## src/rtl/charge_port_regs.svh

```systemverilog
// Purpose: register offsets, fields, reset values and timing counts
// Assumes: 32-bit AXI4-Lite register words, 100 MHz clock
// Notes:   included by bare name
`ifndef CHARGE_PORT_REGS_SVH
`define CHARGE_PORT_REGS_SVH

`define CLK_PERIOD_NS       32'd10
`define DEBOUNCE_TIME_US    32'd150
`define DEBOUNCE_CYCLES     ((`DEBOUNCE_TIME_US * 32'd1000) / `CLK_PERIOD_NS)
`define PULSE_1V2_TIME_US   32'd100
`define PULSE_1V2_CYCLES    ((`PULSE_1V2_TIME_US * 32'd1000) / `CLK_PERIOD_NS)

`define REG_CTRL            4'h0
`define REG_STATUS          4'h4
`define REG_DCP_STATE       4'h8

`define CTRL_SOFT_EN_BIT    0
`define CTRL_DCP_VARIANT    1
`define CTRL_RESET          32'h0000_0001

`define ST_ATTACHED_BIT     0
`define ST_VCONN_CC1_BIT    1
`define ST_VCONN_CC2_BIT    2
`define ST_SWITCH_BIT       3
`define ST_MODE_LSB         4

`endif

```

## src/rtl/charge_port_pkg.sv

```systemverilog
// Purpose: shared types of the charge port mode control
// Assumes: none
// Notes:   constants live in charge_port_regs.svh
package charge_port_pkg;

   typedef enum logic [2:0]
   {
      PORT_OFF      = 3'b000,
      PORT_STANDBY  = 3'b001,
      PORT_DEBOUNCE = 3'b011,
      PORT_ATTACHED = 3'b010,
      PORT_RELEASE  = 3'b110
   } port_state_e;

   typedef enum logic [1:0]
   {
      USB_TYPEC = 2'b00,
      USB_SDP   = 2'b01,
      USB_CDP   = 2'b11,
      USB_DCP   = 2'b10
   } usb_mode_e;

   typedef enum logic [1:0]
   {
      DCP_DIVIDER3 = 2'b00,
      DCP_ONE_V2   = 2'b01,
      DCP_SHORTED  = 2'b11
   } dcp_state_e;

endpackage : charge_port_pkg

```

## src/rtl/charge_port_mode_ctrl.sv

```systemverilog
// Purpose: mode control of a Type-C charging port
// Assumes: analog comparators deliver levels; all front-end pins are asynchronous
// Notes:   registers over AXI4-Lite, answer two cycles after request
//
// The register addresses and the AXI4-Lite slave port were decided locally.
`timescale 1ns/1ns
`include "charge_port_regs.svh"

// Notes on behaviour
// sample enable once supply above lockout
// after start-up, watch both CC pins
// regulator on only after attach debounce
// drive load-switch gate after debounced attach
// VCONN to the pin showing Ra
// start Type-C, then select SDP/CDP/DCP
// sink drives D+ first, senses D-
// sink drives D- second, senses D+
// one DCP-auto state runs detection machine
// shorted mode ties D+ to D-
// divider-3 drives 2.7 V on both lines
// 1.2 V shorted pull-up, timed, then shorted
// detection machine starts in divider-3
// shorted-compliant sink passes through 1.2 V
// stay until line released, back to divider-3
// divider-3 sink keeps divider-3 state
// pass switches closed in CDP and SDP
// switches need enable and attached state
// CDP keeps switches closed during handshake
// FET current limit opens switches
// VCONN current limit leaves switches closed
// mode pins: 10 SDP, 11 CDP, 01 DCP when ctrl dcp_variant bit set, else Type-C
// idle low power, regulator off until Rd
// debounce counter restarts on attach drop
// switch enable is AND of conditions
module charge_port_mode_ctrl #(
   parameter int DEBOUNCE_CYCLES = `DEBOUNCE_CYCLES,
   parameter int PULSE_CYCLES    = `PULSE_1V2_CYCLES
)(
   // clock and reset
   input  wire logic        clk,
   input  wire logic        sys_rst,
   // analog front end levels
   input  wire logic        supply_ok,
   input  wire logic        enable_undervoltage_input,
   input  wire logic        cc1_rd,
   input  wire logic        cc2_rd,
   input  wire logic        cc1_ra,
   input  wire logic        cc2_ra,
   input  wire logic        mode_select_1,
   input  wire logic        mode_select_2,
   input  wire logic        dplus_driven,
   input  wire logic        fet_ilim,
   input  wire logic        vconn_ilim,
   // power and data path controls
   output logic             regulator_en,
   output logic             load_switch_gate_drive,
   output logic             vconn_cc1,
   output logic             vconn_cc2,
   output logic             data_switch_en,
   output logic             dcp_short_en,
   output logic             dcp_divider_en,
   output logic             dcp_1v2_en,
   // axi4-lite slave
   input  wire logic [3:0]  s_axi_awaddr,
   input  wire logic        s_axi_awvalid,
   output logic             s_axi_awready,
   input  wire logic [31:0] s_axi_wdata,
   input  wire logic [3:0]  s_axi_wstrb,
   input  wire logic        s_axi_wvalid,
   output logic             s_axi_wready,
   output logic [1:0]       s_axi_bresp,
   output logic             s_axi_bvalid,
   input  wire logic        s_axi_bready,
   input  wire logic [3:0]  s_axi_araddr,
   input  wire logic        s_axi_arvalid,
   output logic             s_axi_arready,
   output logic [31:0]      s_axi_rdata,
   output logic [1:0]       s_axi_rresp,
   output logic             s_axi_rvalid,
   input  wire logic        s_axi_rready
);

   //-------------------------------------------------------------
   // input synchronisers
   //-------------------------------------------------------------
   localparam int NSYNC = 11;
   logic [NSYNC-1:0] sync_a;
   logic [NSYNC-1:0] sync_b;
   wire  [NSYNC-1:0] pins = {vconn_ilim, fet_ilim, dplus_driven,
                             mode_select_2, mode_select_1, cc2_ra, cc1_ra,
                             cc2_rd, cc1_rd, enable_undervoltage_input,
                             supply_ok};
   always_ff @(posedge clk)
   begin
      sync_a <= pins;
      sync_b <= sync_a;
   end
   wire s_supply = sync_b[0];
   wire s_en     = sync_b[1];
   wire s_rd1    = sync_b[2];
   wire s_rd2    = sync_b[3];
   wire s_ra1    = sync_b[4];
   wire s_ra2    = sync_b[5];
   wire s_ms1    = sync_b[6];
   wire s_ms2    = sync_b[7];
   wire s_dline  = sync_b[8];
   wire s_filim  = sync_b[9];
   wire s_vilim  = sync_b[10];

   //-------------------------------------------------------------
   // registers
   //-------------------------------------------------------------
   logic [1:0] ctrl;
   wire soft_en     = ctrl[`CTRL_SOFT_EN_BIT];
   wire dcp_variant = ctrl[`CTRL_DCP_VARIANT];

   //-------------------------------------------------------------
   // attach state machine
   //-------------------------------------------------------------
   charge_port_pkg::port_state_e state;
   charge_port_pkg::port_state_e next_state;
   logic [31:0] deb_cnt;
   logic        cc1_is_sink;
   wire enabled = s_supply & s_en & soft_en;
   wire any_rd  = s_rd1 | s_rd2;
   wire deb_done = (deb_cnt >= 32'(DEBOUNCE_CYCLES - 1));
   wire attached = (state == charge_port_pkg::PORT_ATTACHED);

   always_comb
   begin
      next_state = state;
      case (state)
         charge_port_pkg::PORT_OFF:
            if (enabled)
               next_state = charge_port_pkg::PORT_STANDBY;
         charge_port_pkg::PORT_STANDBY:
            if (!enabled)
               next_state = charge_port_pkg::PORT_OFF;
            else if (any_rd)
               next_state = charge_port_pkg::PORT_DEBOUNCE;
         charge_port_pkg::PORT_DEBOUNCE:
            if (!enabled)
               next_state = charge_port_pkg::PORT_OFF;
            else if (!any_rd)
               next_state = charge_port_pkg::PORT_STANDBY;
            else if (deb_done)
               next_state = charge_port_pkg::PORT_ATTACHED;
         charge_port_pkg::PORT_ATTACHED:
            if (!enabled || !any_rd)
               next_state = charge_port_pkg::PORT_RELEASE;
         charge_port_pkg::PORT_RELEASE:
            next_state = enabled ? charge_port_pkg::PORT_STANDBY
                                 : charge_port_pkg::PORT_OFF;
         default:
            next_state = charge_port_pkg::PORT_OFF;
      endcase
   end

   always_ff @(posedge clk)
   begin
      if (sys_rst)
         state <= charge_port_pkg::PORT_OFF;
      else
         state <= next_state;
   end

   always_ff @(posedge clk)
   begin
      if (sys_rst || state != charge_port_pkg::PORT_DEBOUNCE || !any_rd)
         deb_cnt <= 32'd0;
      else if (!deb_done)
         deb_cnt <= deb_cnt + 32'd1;
   end

   always_ff @(posedge clk)
   begin
      if (sys_rst)
         cc1_is_sink <= 1'b1;
      else if (state == charge_port_pkg::PORT_DEBOUNCE)
         cc1_is_sink <= s_rd1;
   end

   //-------------------------------------------------------------
   // usb mode decode
   //-------------------------------------------------------------
   charge_port_pkg::usb_mode_e mode;
   wire pins_sdp = s_ms1 & ~s_ms2;
   wire pins_cdp = s_ms1 & s_ms2;
   wire pins_dcp = ~s_ms1 & s_ms2 & dcp_variant;
   charge_port_pkg::usb_mode_e next_mode;
   assign next_mode = !attached ? charge_port_pkg::USB_TYPEC :
                      pins_sdp  ? charge_port_pkg::USB_SDP :
                      pins_cdp  ? charge_port_pkg::USB_CDP :
                      pins_dcp  ? charge_port_pkg::USB_DCP :
                                  charge_port_pkg::USB_TYPEC;
   always_ff @(posedge clk)
   begin
      if (sys_rst)
         mode <= charge_port_pkg::USB_TYPEC;
      else
         mode <= next_mode;
   end

   //-------------------------------------------------------------
   // dcp auto-detect machine
   //-------------------------------------------------------------
   charge_port_pkg::dcp_state_e dcp;
   charge_port_pkg::dcp_state_e next_dcp;
   logic [31:0] pulse_cnt;
   wire in_dcp = (mode == charge_port_pkg::USB_DCP);
   always_comb
   begin
      next_dcp = dcp;
      case (dcp)
         charge_port_pkg::DCP_DIVIDER3:
            if (s_dline)
               next_dcp = charge_port_pkg::DCP_ONE_V2;
         charge_port_pkg::DCP_ONE_V2:
            if (!s_dline)
               next_dcp = charge_port_pkg::DCP_DIVIDER3;
            else if (pulse_cnt >= 32'(PULSE_CYCLES - 1))
               next_dcp = charge_port_pkg::DCP_SHORTED;
         charge_port_pkg::DCP_SHORTED:
            if (!s_dline)
               next_dcp = charge_port_pkg::DCP_DIVIDER3;
         default:
            next_dcp = charge_port_pkg::DCP_DIVIDER3;
      endcase
      if (!in_dcp)
         next_dcp = charge_port_pkg::DCP_DIVIDER3;
   end
   always_ff @(posedge clk)
   begin
      if (sys_rst)
         dcp <= charge_port_pkg::DCP_DIVIDER3;
      else
         dcp <= next_dcp;
   end
   always_ff @(posedge clk)
   begin
      if (sys_rst || dcp != charge_port_pkg::DCP_ONE_V2)
         pulse_cnt <= 32'd0;
      else
         pulse_cnt <= pulse_cnt + 32'd1;
   end

   //-------------------------------------------------------------
   // output drive
   //-------------------------------------------------------------
   wire next_sw = s_en & attached & ~s_filim &
      (mode == charge_port_pkg::USB_CDP ||
       mode == charge_port_pkg::USB_SDP);
   always_ff @(posedge clk)
   begin
      if (sys_rst)
      begin
         regulator_en           <= 1'b0;
         load_switch_gate_drive <= 1'b0;
         vconn_cc1              <= 1'b0;
         vconn_cc2              <= 1'b0;
         data_switch_en         <= 1'b0;
         dcp_short_en           <= 1'b0;
         dcp_divider_en         <= 1'b0;
         dcp_1v2_en             <= 1'b0;
      end
      else
      begin
         regulator_en           <= attached;
         load_switch_gate_drive <= attached;
         vconn_cc1              <= attached & ~cc1_is_sink & s_ra1;
         vconn_cc2              <= attached & cc1_is_sink & s_ra2;
         data_switch_en         <= next_sw;
         dcp_short_en           <= in_dcp &
            (dcp != charge_port_pkg::DCP_DIVIDER3);
         dcp_divider_en         <= in_dcp &
            (dcp == charge_port_pkg::DCP_DIVIDER3);
         dcp_1v2_en             <= in_dcp &
            (dcp == charge_port_pkg::DCP_ONE_V2);
      end
   end

   //-------------------------------------------------------------
   // axi4-lite slave
   //-------------------------------------------------------------
   wire wr_go = s_axi_awvalid & s_axi_wvalid & ~s_axi_bvalid;
   wire rd_go = s_axi_arvalid & ~s_axi_rvalid;
   // answer only once address and data handshakes have completed
   wire wr_done = wr_go & s_axi_awready & s_axi_wready;
   wire rd_done = rd_go & s_axi_arready;
   wire wr_ctrl = wr_done & (s_axi_awaddr == `REG_CTRL) & s_axi_wstrb[0];
   wire aw_ok = (s_axi_awaddr == `REG_CTRL);
   wire [31:0] status_word = {26'h0, 2'(mode), data_switch_en,
                              vconn_cc2, vconn_cc1, attached};
   wire ar_ok = (s_axi_araddr == `REG_CTRL) ||
                (s_axi_araddr == `REG_STATUS) ||
                (s_axi_araddr == `REG_DCP_STATE);
   wire [31:0] rd_word =
      (s_axi_araddr == `REG_CTRL)   ? {30'h0, ctrl} :
      (s_axi_araddr == `REG_STATUS) ? status_word :
      (s_axi_araddr == `REG_DCP_STATE) ? {30'h0, 2'(dcp)} : 32'h0;

   always_ff @(posedge clk)
   begin
      if (sys_rst)
         ctrl <= 2'(`CTRL_RESET);
      else if (wr_ctrl)
         ctrl <= s_axi_wdata[1:0];
   end

   always_ff @(posedge clk)
   begin
      if (sys_rst)
      begin
         s_axi_awready <= 1'b0;
         s_axi_wready  <= 1'b0;
         s_axi_bvalid  <= 1'b0;
         s_axi_bresp   <= 2'h0;
         s_axi_arready <= 1'b0;
         s_axi_rvalid  <= 1'b0;
         s_axi_rresp   <= 2'h0;
         s_axi_rdata   <= 32'h0;
      end
      else
      begin
         s_axi_awready <= wr_go & ~s_axi_awready;
         s_axi_wready  <= wr_go & ~s_axi_awready;
         if (wr_done)
         begin
            s_axi_bvalid <= 1'b1;
            s_axi_bresp  <= aw_ok ? 2'h0 : 2'h2;
         end
         else if (s_axi_bready)
            s_axi_bvalid <= 1'b0;
         s_axi_arready <= rd_go & ~s_axi_arready;
         if (rd_done)
         begin
            s_axi_rvalid <= 1'b1;
            s_axi_rdata  <= rd_word;
            s_axi_rresp  <= ar_ok ? 2'h0 : 2'h2;
         end
         else if (s_axi_rready)
            s_axi_rvalid <= 1'b0;
      end
   end

   //-------------------------------------------------------------
   // assertions
   //-------------------------------------------------------------
   property p_reg_after_attach;
      @(posedge clk) disable iff (sys_rst)
      $rose(regulator_en) |-> $past(state) == charge_port_pkg::PORT_ATTACHED;
   endproperty
   a_reg_after_attach: assert property (p_reg_after_attach)
      else $error("regulator on without attach");

   property p_gate_follows_reg;
      @(posedge clk) disable iff (sys_rst)
      (load_switch_gate_drive == regulator_en) &&
      (load_switch_gate_drive == $past(attached));
   endproperty
   a_gate_follows_reg: assert property (p_gate_follows_reg)
      else $error("gate drive differs from regulator");

   property p_fet_ilim_opens;
      @(posedge clk) disable iff (sys_rst)
      s_filim |=> !data_switch_en;
   endproperty
   a_fet_ilim_opens: assert property (p_fet_ilim_opens)
      else $error("switch closed in fet limit");

   property p_vconn_ilim_keeps;
      @(posedge clk) disable iff (sys_rst)
      (s_vilim && next_sw) |=> data_switch_en;
   endproperty
   a_vconn_ilim_keeps: assert property (p_vconn_ilim_keeps)
      else $error("switch opened in vconn limit");

   property p_switch_needs_attach;
      @(posedge clk) disable iff (sys_rst)
      !attached |=> !data_switch_en;
   endproperty
   a_switch_needs_attach: assert property (p_switch_needs_attach)
      else $error("switch closed while detached");

   property p_debounce_len;
      @(posedge clk) disable iff (sys_rst)
      $rose(attached) |-> deb_cnt == 32'(DEBOUNCE_CYCLES - 1);
   endproperty
   a_debounce_len: assert property (p_debounce_len)
      else $error("attach before debounce elapsed");

   property p_dcp_start;
      @(posedge clk) disable iff (sys_rst)
      !in_dcp |=> dcp == charge_port_pkg::DCP_DIVIDER3;
   endproperty
   a_dcp_start: assert property (p_dcp_start)
      else $error("dcp machine not in divider-3");

   property p_release_back;
      @(posedge clk) disable iff (sys_rst)
      (dcp == charge_port_pkg::DCP_SHORTED && !s_dline)
         |=> dcp == charge_port_pkg::DCP_DIVIDER3;
   endproperty
   a_release_back: assert property (p_release_back)
      else $error("no return to divider-3");

   property p_vconn_exclusive;
      @(posedge clk) disable iff (sys_rst)
      !(vconn_cc1 && vconn_cc2);
   endproperty
   a_vconn_exclusive: assert property (p_vconn_exclusive)
      else $error("vconn on both pins");

   c_attach: cover property (@(posedge clk) $rose(attached));
   c_shorted: cover property (@(posedge clk)
      dcp == charge_port_pkg::DCP_SHORTED);
   c_switch: cover property (@(posedge clk) $rose(data_switch_en));

endmodule : charge_port_mode_ctrl

```

## config.mk

```make
export PLATFORM = sky130hd
export DESIGN_NAME = charge_port_mode_ctrl
export DESIGN_NICKNAME = d
export VERILOG_FILES = /design/src/rtl/charge_port_pkg.sv /design/src/rtl/charge_port_mode_ctrl.sv
export VERILOG_INCLUDE_DIRS = /design/src /design/src/rtl
export SDC_FILE = /design/constraint.sdc
export NUM_CORES = 1
export LEC_CHECK = 0
export ABC_AREA = 1
export BUFFER_PORTS_ARGS = -buffer_cell sky130_fd_sc_hd__buf_2
export CELL_PAD_IN_SITES_DETAIL_PLACEMENT = 1
export CELL_PAD_IN_SITES_GLOBAL_PLACEMENT = 2
export CORE_MARGIN = 2
export CORE_UTILIZATION = 32
export CTS_BUF_LIST = sky130_fd_sc_hd__clkbuf_8 sky130_fd_sc_hd__clkbuf_16
export CTS_CLUSTER_SIZE = 20
export DETAILED_ROUTE_END_ITERATION = 10
export GPL_TIMING_DRIVEN = 1
export PLACE_DENSITY = 0.83
export SYNTH_ARGS = -nofsm -noshare
export SYNTH_HDL_FRONTEND = slang
export SYNTH_SLANG_ARGS = --single-unit
```

## constraint.sdc

```tcl
create_clock -name clk -period 2.3 [get_ports clk]
set_clock_uncertainty 0.05 [all_clocks]
set_input_delay 0.115 -clock clk [delete_from_list [all_inputs] [get_ports clk]]
set_output_delay 0.115 -clock clk [all_outputs]
set_load 0.02 [all_outputs]
```

; ---- Word-level counts from Yosys, hierarchy flattened
; Cells that the tools add are included.
[word_totals]
wordCells = 132
n_memories = 0
latchBits = 0
output_inout_bits = 49
input_bits = 62
ram_bits = 0
romBits = 0
register_bits = 141
[op_classes]
muxes = 26
magnitude_cmp = 2
shifts = 0
n_eq_ne = 20
n_mul = 0
n_div = 0
bitwise_logic = 37
add_sub_neg = 2
reduce_logical = 21
[ops]
columns = cell, n
row1 = $add 32x1->32 const B, 2
row2 = $ge 32x14->1 const B, 2
row3 = $and 1x1->1, 26
row4 = $mux 3, 7
row5 = $mux 2, 9
row6 = $pmux 3 s5, 1
row7 = $mux 6, 2
row8 = $not 1->1, 10
row9 = $logic_not 4->1, 2
row10 = $logic_or 1x1->1, 7
row11 = $eq 2x2->1 const B, 3
row12 = $eq 3x2->1 const B, 2
row13 = $mux 1, 6
row14 = $ne 2x2->1 const B, 3
row15 = $ne 3x3->1 const B, 2
row16 = $pmux 2 s3, 1
row17 = $reduce_bool 2->1, 3
row18 = $eq 2x1->1 const B, 2
row19 = $eq 4x3->1 const B, 1
row20 = $eq 4x4->1 const B, 1
row21 = $ne 2x1->1 const B, 2
row22 = $ne 4x4->1 const B, 1
row23 = $reduce_and 4->1, 1
row24 = $reduce_or 2->1, 2
row25 = other kinds (9), 10

; ---- Depth between registers and ports, before layout
[logic_depth]
ltp_word = 6
mapped_depth = 11
depth_no_buf = 11

; ---- Worst setup path after synthesis
; Ideal clock, no wire load.
[synth_timing]
path_kind = reg2reg
start = reg pulse_cnt[0]
end = reg pulse_cnt[18]
path_slack_ps = 772
t_required_ps = 2131
setup_time_ps = 119
path_buffers = 0
arrival_time_ps = 1359
synth_period_minus_slack_ps = 1528
path_stages_with_launch = 9
path_cell_list = dfxtp_1 -> ha_1 -> nand3_2 -> nor2_4 -> inv_2 -> nor2_8 -> nand3_4 -> o21ai_0 -> a21oi_1
[synth_via]
elab_chain_cells = 1
[synth_lines]
columns = element, line_no
row1 = from (decl), charge_port_mode_ctrl.sv:209  ; logic [31:0] pulse_cnt;
row2 = from (signal assigned), charge_port_mode_ctrl.sv:244  ; pulse_cnt <= pulse_cnt + 32'd1;
row3 = $add 32x1->32, charge_port_mode_ctrl.sv:244
; Every way passes these cells.
; A chain may end at the register's enable or synchronous reset.

; ---- Worst setup path in the final report
[layout_timing]
start = in s_axi_wvalid
end = reg ctrl[0]
[layout_via]
elab_chain_cells = 6
[layout_lines]
columns = element, line_no
row1 = from (decl), charge_port_mode_ctrl.sv:69  ; input wire logic s_axi_wvalid,
row2 = $and 1x1->1 (2 in series), charge_port_mode_ctrl.sv:285  ; wire wr_go = s_axi_awvalid & s_axi_wvalid & ~s_axi_bvalid;
row3 = $and 1x1->1 (2 in series), charge_port_mode_ctrl.sv:288  ; wire wr_done = wr_go & s_axi_awready & s_axi_wready;
row4 = $and 1x1->1 (2 in series), charge_port_mode_ctrl.sv:290  ; wire wr_ctrl = wr_done & (s_axi_awaddr == `REG_CTRL) & s_axi_wstrb[0];
row5 = to (signal assigned), charge_port_mode_ctrl.sv:305  ; ctrl <= 2'(`CTRL_RESET);
row6 = to (signal assigned), charge_port_mode_ctrl.sv:307  ; ctrl <= s_axi_wdata[1:0];
row7 = to (decl), charge_port_mode_ctrl.sv:113  ; logic [1:0] ctrl;
; Every way passes these cells.

==> metrics.md <==
| Metric | Value |
|---|---|
| Slew Viols, Final | 0 |
| Largest net degree at the start of global routing | 28 |
| Die area | 0.0168 mm2 |
| Total grt overflow | 0 |
| Crit path to | ctrl[0] |
| CP Launch Point | s_axi_wvalid |
| Number of synthesized flops with an enable pin | 0 |
| CTS tree | yes |
| Die height | 130 um |
| Worst path required time | 2610 ps |
| Most frequent cell after synthesis | nand2_1 |
| Htree depth | 4 |
| Fmax achieved | 460 MHz |
| R2R Path Start | s_axi_bvalid |
| Clock power frac | 54.9% |
| Synth cell count leaders | nand2_1 (136), dfxtp_1 (113), nor2_1 (111) |
| Filler cell count | 1934 |
| P_sw | 1210 uW |
| Die width | 130 um |
| DP Area | 0.00543 mm2 |
| Core ar. | 0.0153 mm2 |
| Most used DFF post-synth | dfxtp_1 |
| Hold Path Class | input pin to register |
| Skew-Pair Late Insertion Delay | 420 ps |
| Vias in the first global route | 4814 |
| Yosys top cell by area | dfxtp_1 |
| Global-route wire length before repair | 22900 um |
| # Post-CTS Setup Buffers | 0 |
| Share of layout cells above drive strength 1 | 14.7% |
| Final HPWL DP | 9880 um |
| Crit path largest cell delay | 560 ps |
| CTS Buf Count | 17 |
| P per Cell Area | 818 mW/mm2 |
| Avg WL per Cell | 13.6 um |
| Post-route DRC | 0 |
| Nets | 842 |
| Crit Path Max Fanout | 3 |
| Number of antenna violations at the first check in global routing | 0 |
| Yosys Warn Count | 0 |
| Flop-to-flop setup slack | 140 ps |
| Part of the power in registers | 39.7% |
| Drt initial violations | 225 |
| Arr. time, crit path | 2490 ps |
| Sequential element share of the synthesized area | 44.7% |
| DR vias/cell | 4.61 |
| Clk buf depth | 2 |
| Crit end category | register |
| Crit path time final | 2180 ps |
| Synth unique cells | 36 |
| R2r worst-path depth | 9 |
| Synth Instances | 699 |
| Reg area | 0.00226 mm2 |
| Global Route Usage Sum | 17.4% |
| Syn-to-layout area delta | 23.9% |
| DR pass1 iterations | 4 |
| Int Power | 3920 uW |
| Cell chain of the critical path | dlygate4sd3_1 > buf_2 > nand2_1 > nor2_2 > nand4_1 > inv_2 > nand2_1 > inv_1 > nand2_1 > dlygate4sd3_1 > nand3_1 > dlygate4sd3_1 |
| Average size of a mapped cell | 7.23 um2 |
| Crit. path cell count | 12 |
| Ant diodes | 0 |
| Measured slew at the worst slew-check pin | 863 ps |
| Port bufs | 48 |
| Via Count | 4615 |
| RSZ-0062 raised after global routing | no |
| Antenna Nets Post-Route | 0 |
| Worst-path clk slew | 60 ps |
| # clock sinks | 113 |
| Worst flop-to-flop path endpoint | ctrl[0] |
| FF+latch count, synth | 113 |
| Combinational power share | 5.4% |
| Post-route cell area | 0.00626 mm2 |
| Sw frac | 23.5% |
| CP Launch Type | input pin |
| Kind of critical path | input pin to register |
| Final setup fails | 0 |
| Multi-input logic area | 0.00224 mm2 |
| Top cells by area, synth | dfxtp_1 (45%), nand2_1 (10%), nor2_1 (8.2%) |
| Synth Cell Area | 0.00506 mm2 |
| Critical path's top delay family | buffers and inverters |
| VDD IR max | 0.703 mV |
| Top cell type's share of synthesized area | 44.7% |
| Max-cap viol count | 0 |
| WHS | 32.4 ps |
| Setup TNS | 0 ps |
| Status | finished, final reports clean |
| Slowest CP cell | dlygate4sd3_1 |
| CP bufs+invs | 6 |
| Rel. slew slack | 42.4% |
| Tcrit/Tclk final | 94.6% |
| Starting Density | 33.0% |
| Async set-or-reset flop fraction in the synthesized netlist | 0% |
| Gpl congestion | 0.817 |
| Root buf cell | clkbuf_16 |
| Leakage | 0.00246 uW |
| I/O pin total | 111 |
| FP Rows | 45 |
| Routed wire length | 13600 um |
| Hold Fails Final Rpt | 0 |
-- power groups by stage --
stage	registers (uW)	logic [uW]	clock network (uW)
after floorplan	2080	194	0
after global placement	2070	237	0
after detailed placement	2070	246	0
after CTS	2030	272	2890
after global routing	2030	306	2980
final	2030	277	2810
-- state kept, by name, summed over array words and instances (netlist names), 2 cells and up --
register,flops
s_axi_rdata,6
state,3
sync_a,10
pulse_cnt,32
deb_cnt,32
sync_b,10
ctrl,2
dcp,2
mode,2
-- how the worst min path moves through the flow --
stage	start	endpoint	depth (start not counted)
final	s_axi_wstrb[0]	ctrl[1]	4
after CTS	s_axi_wstrb[0]	ctrl[1]	5
after global routing	s_axi_wstrb[0]	ctrl[1]	4
after detailed placement	supply_ok	sync_a[0]	1
after floorplan	supply_ok	sync_a[0]	0
after global placement	fet_ilim	sync_a[9]	1
-- per-layer routing --
layer	vias to the layer above	track usage, %	wire length [um]
li1	2310	-	-
met1	2224	21.2	6280
met2	61	30.1	6750
met3	20	4.51	369
met4	0	5.57	211
met5	-	0	0
-- worst reg2reg max path: cells and delay by family (launching register included) --
| kind | cells | cell delay [ps] |
|---|---|---|
| buf+inv | 4 | 1290 |
| simple gates | 5 | 430 |
| flops | 1 | 340 |
-- cells in the final DEF (no fill, tap or decap), types with 2 or more instances in the layout --
cell           instances
nand2_1              136
dfxtp_1              112
nor2_1               110
inv_1                 99
buf_2                 48
a21oi_1               44
nand3_1               35
o21ai_0               28
conb_1                28
nor3_1                22
dlygate4sd3_1         19
clkbuf_16             17
nand4_1               12
or2_2                  7
xnor2_1                6
o211ai_1               6
clkinv_4               6
buf_4                  6
xor2_1                 5
nor2_2                 5
clkinvlp_4             4
bufinv_16              4
nor3_2                 3
inv_2                  3
and3_1                 3
nand3_2                2
nand3b_1               2
nand3_4                2
nor4_1                 2
nand2_2                2
ha_1                   2
-- cells by family (layout without fill, tap and decap cells) --
family | after synthesis | after routing | synth area share (%)
adders and majority gates | 2 | 2 | 0.495
and+or+nand+nor | 347 | 347 | 31.0
buffers and inverters | 142 | 207 | 13.0
AOI/OAI and AO/OA | 83 | 83 | 8.74
xor gates and xnor gates | 11 | 11 | 1.91
other | 1 | 28 | 0.0742
DFF | 113 | 113 | 44.7
-- repair_timing --
item | in CTS | in global routing
gates resized for setup | 0 | 3
endpoints found under the hold margin | 16 | 0
hold buffers | 19 | 0
setup endpoints to repair | 0 | 1
-- through the flow --
step / worst slack (ps) / power (uW) / std cells / utilization (%)
floorplan: 772 / 2270 / 726 / -
global placement: 491 / 2310 / 951 / 35.5
detailed placement: 485 / 2320 / 951 / 35.5
CTS: 141 / 5190 / 1002 / 40.9
global route: 17.4 / 5320 / 1002 / 40.9
finish: 124 / 5120 / 1002 / 40.9
-- final cells by class --
class	instances	share of cell area [%]
Sequential cell	113	36.1
Multi-Input combinational cell	471	35.8
Timing Repair Buffer	73	7.59
Clock buffer	17	6.79
Inverter	102	6.11
Tap cell	211	4.22
Clock inverter	15	3.38
(Power assumes the default switching activity.)
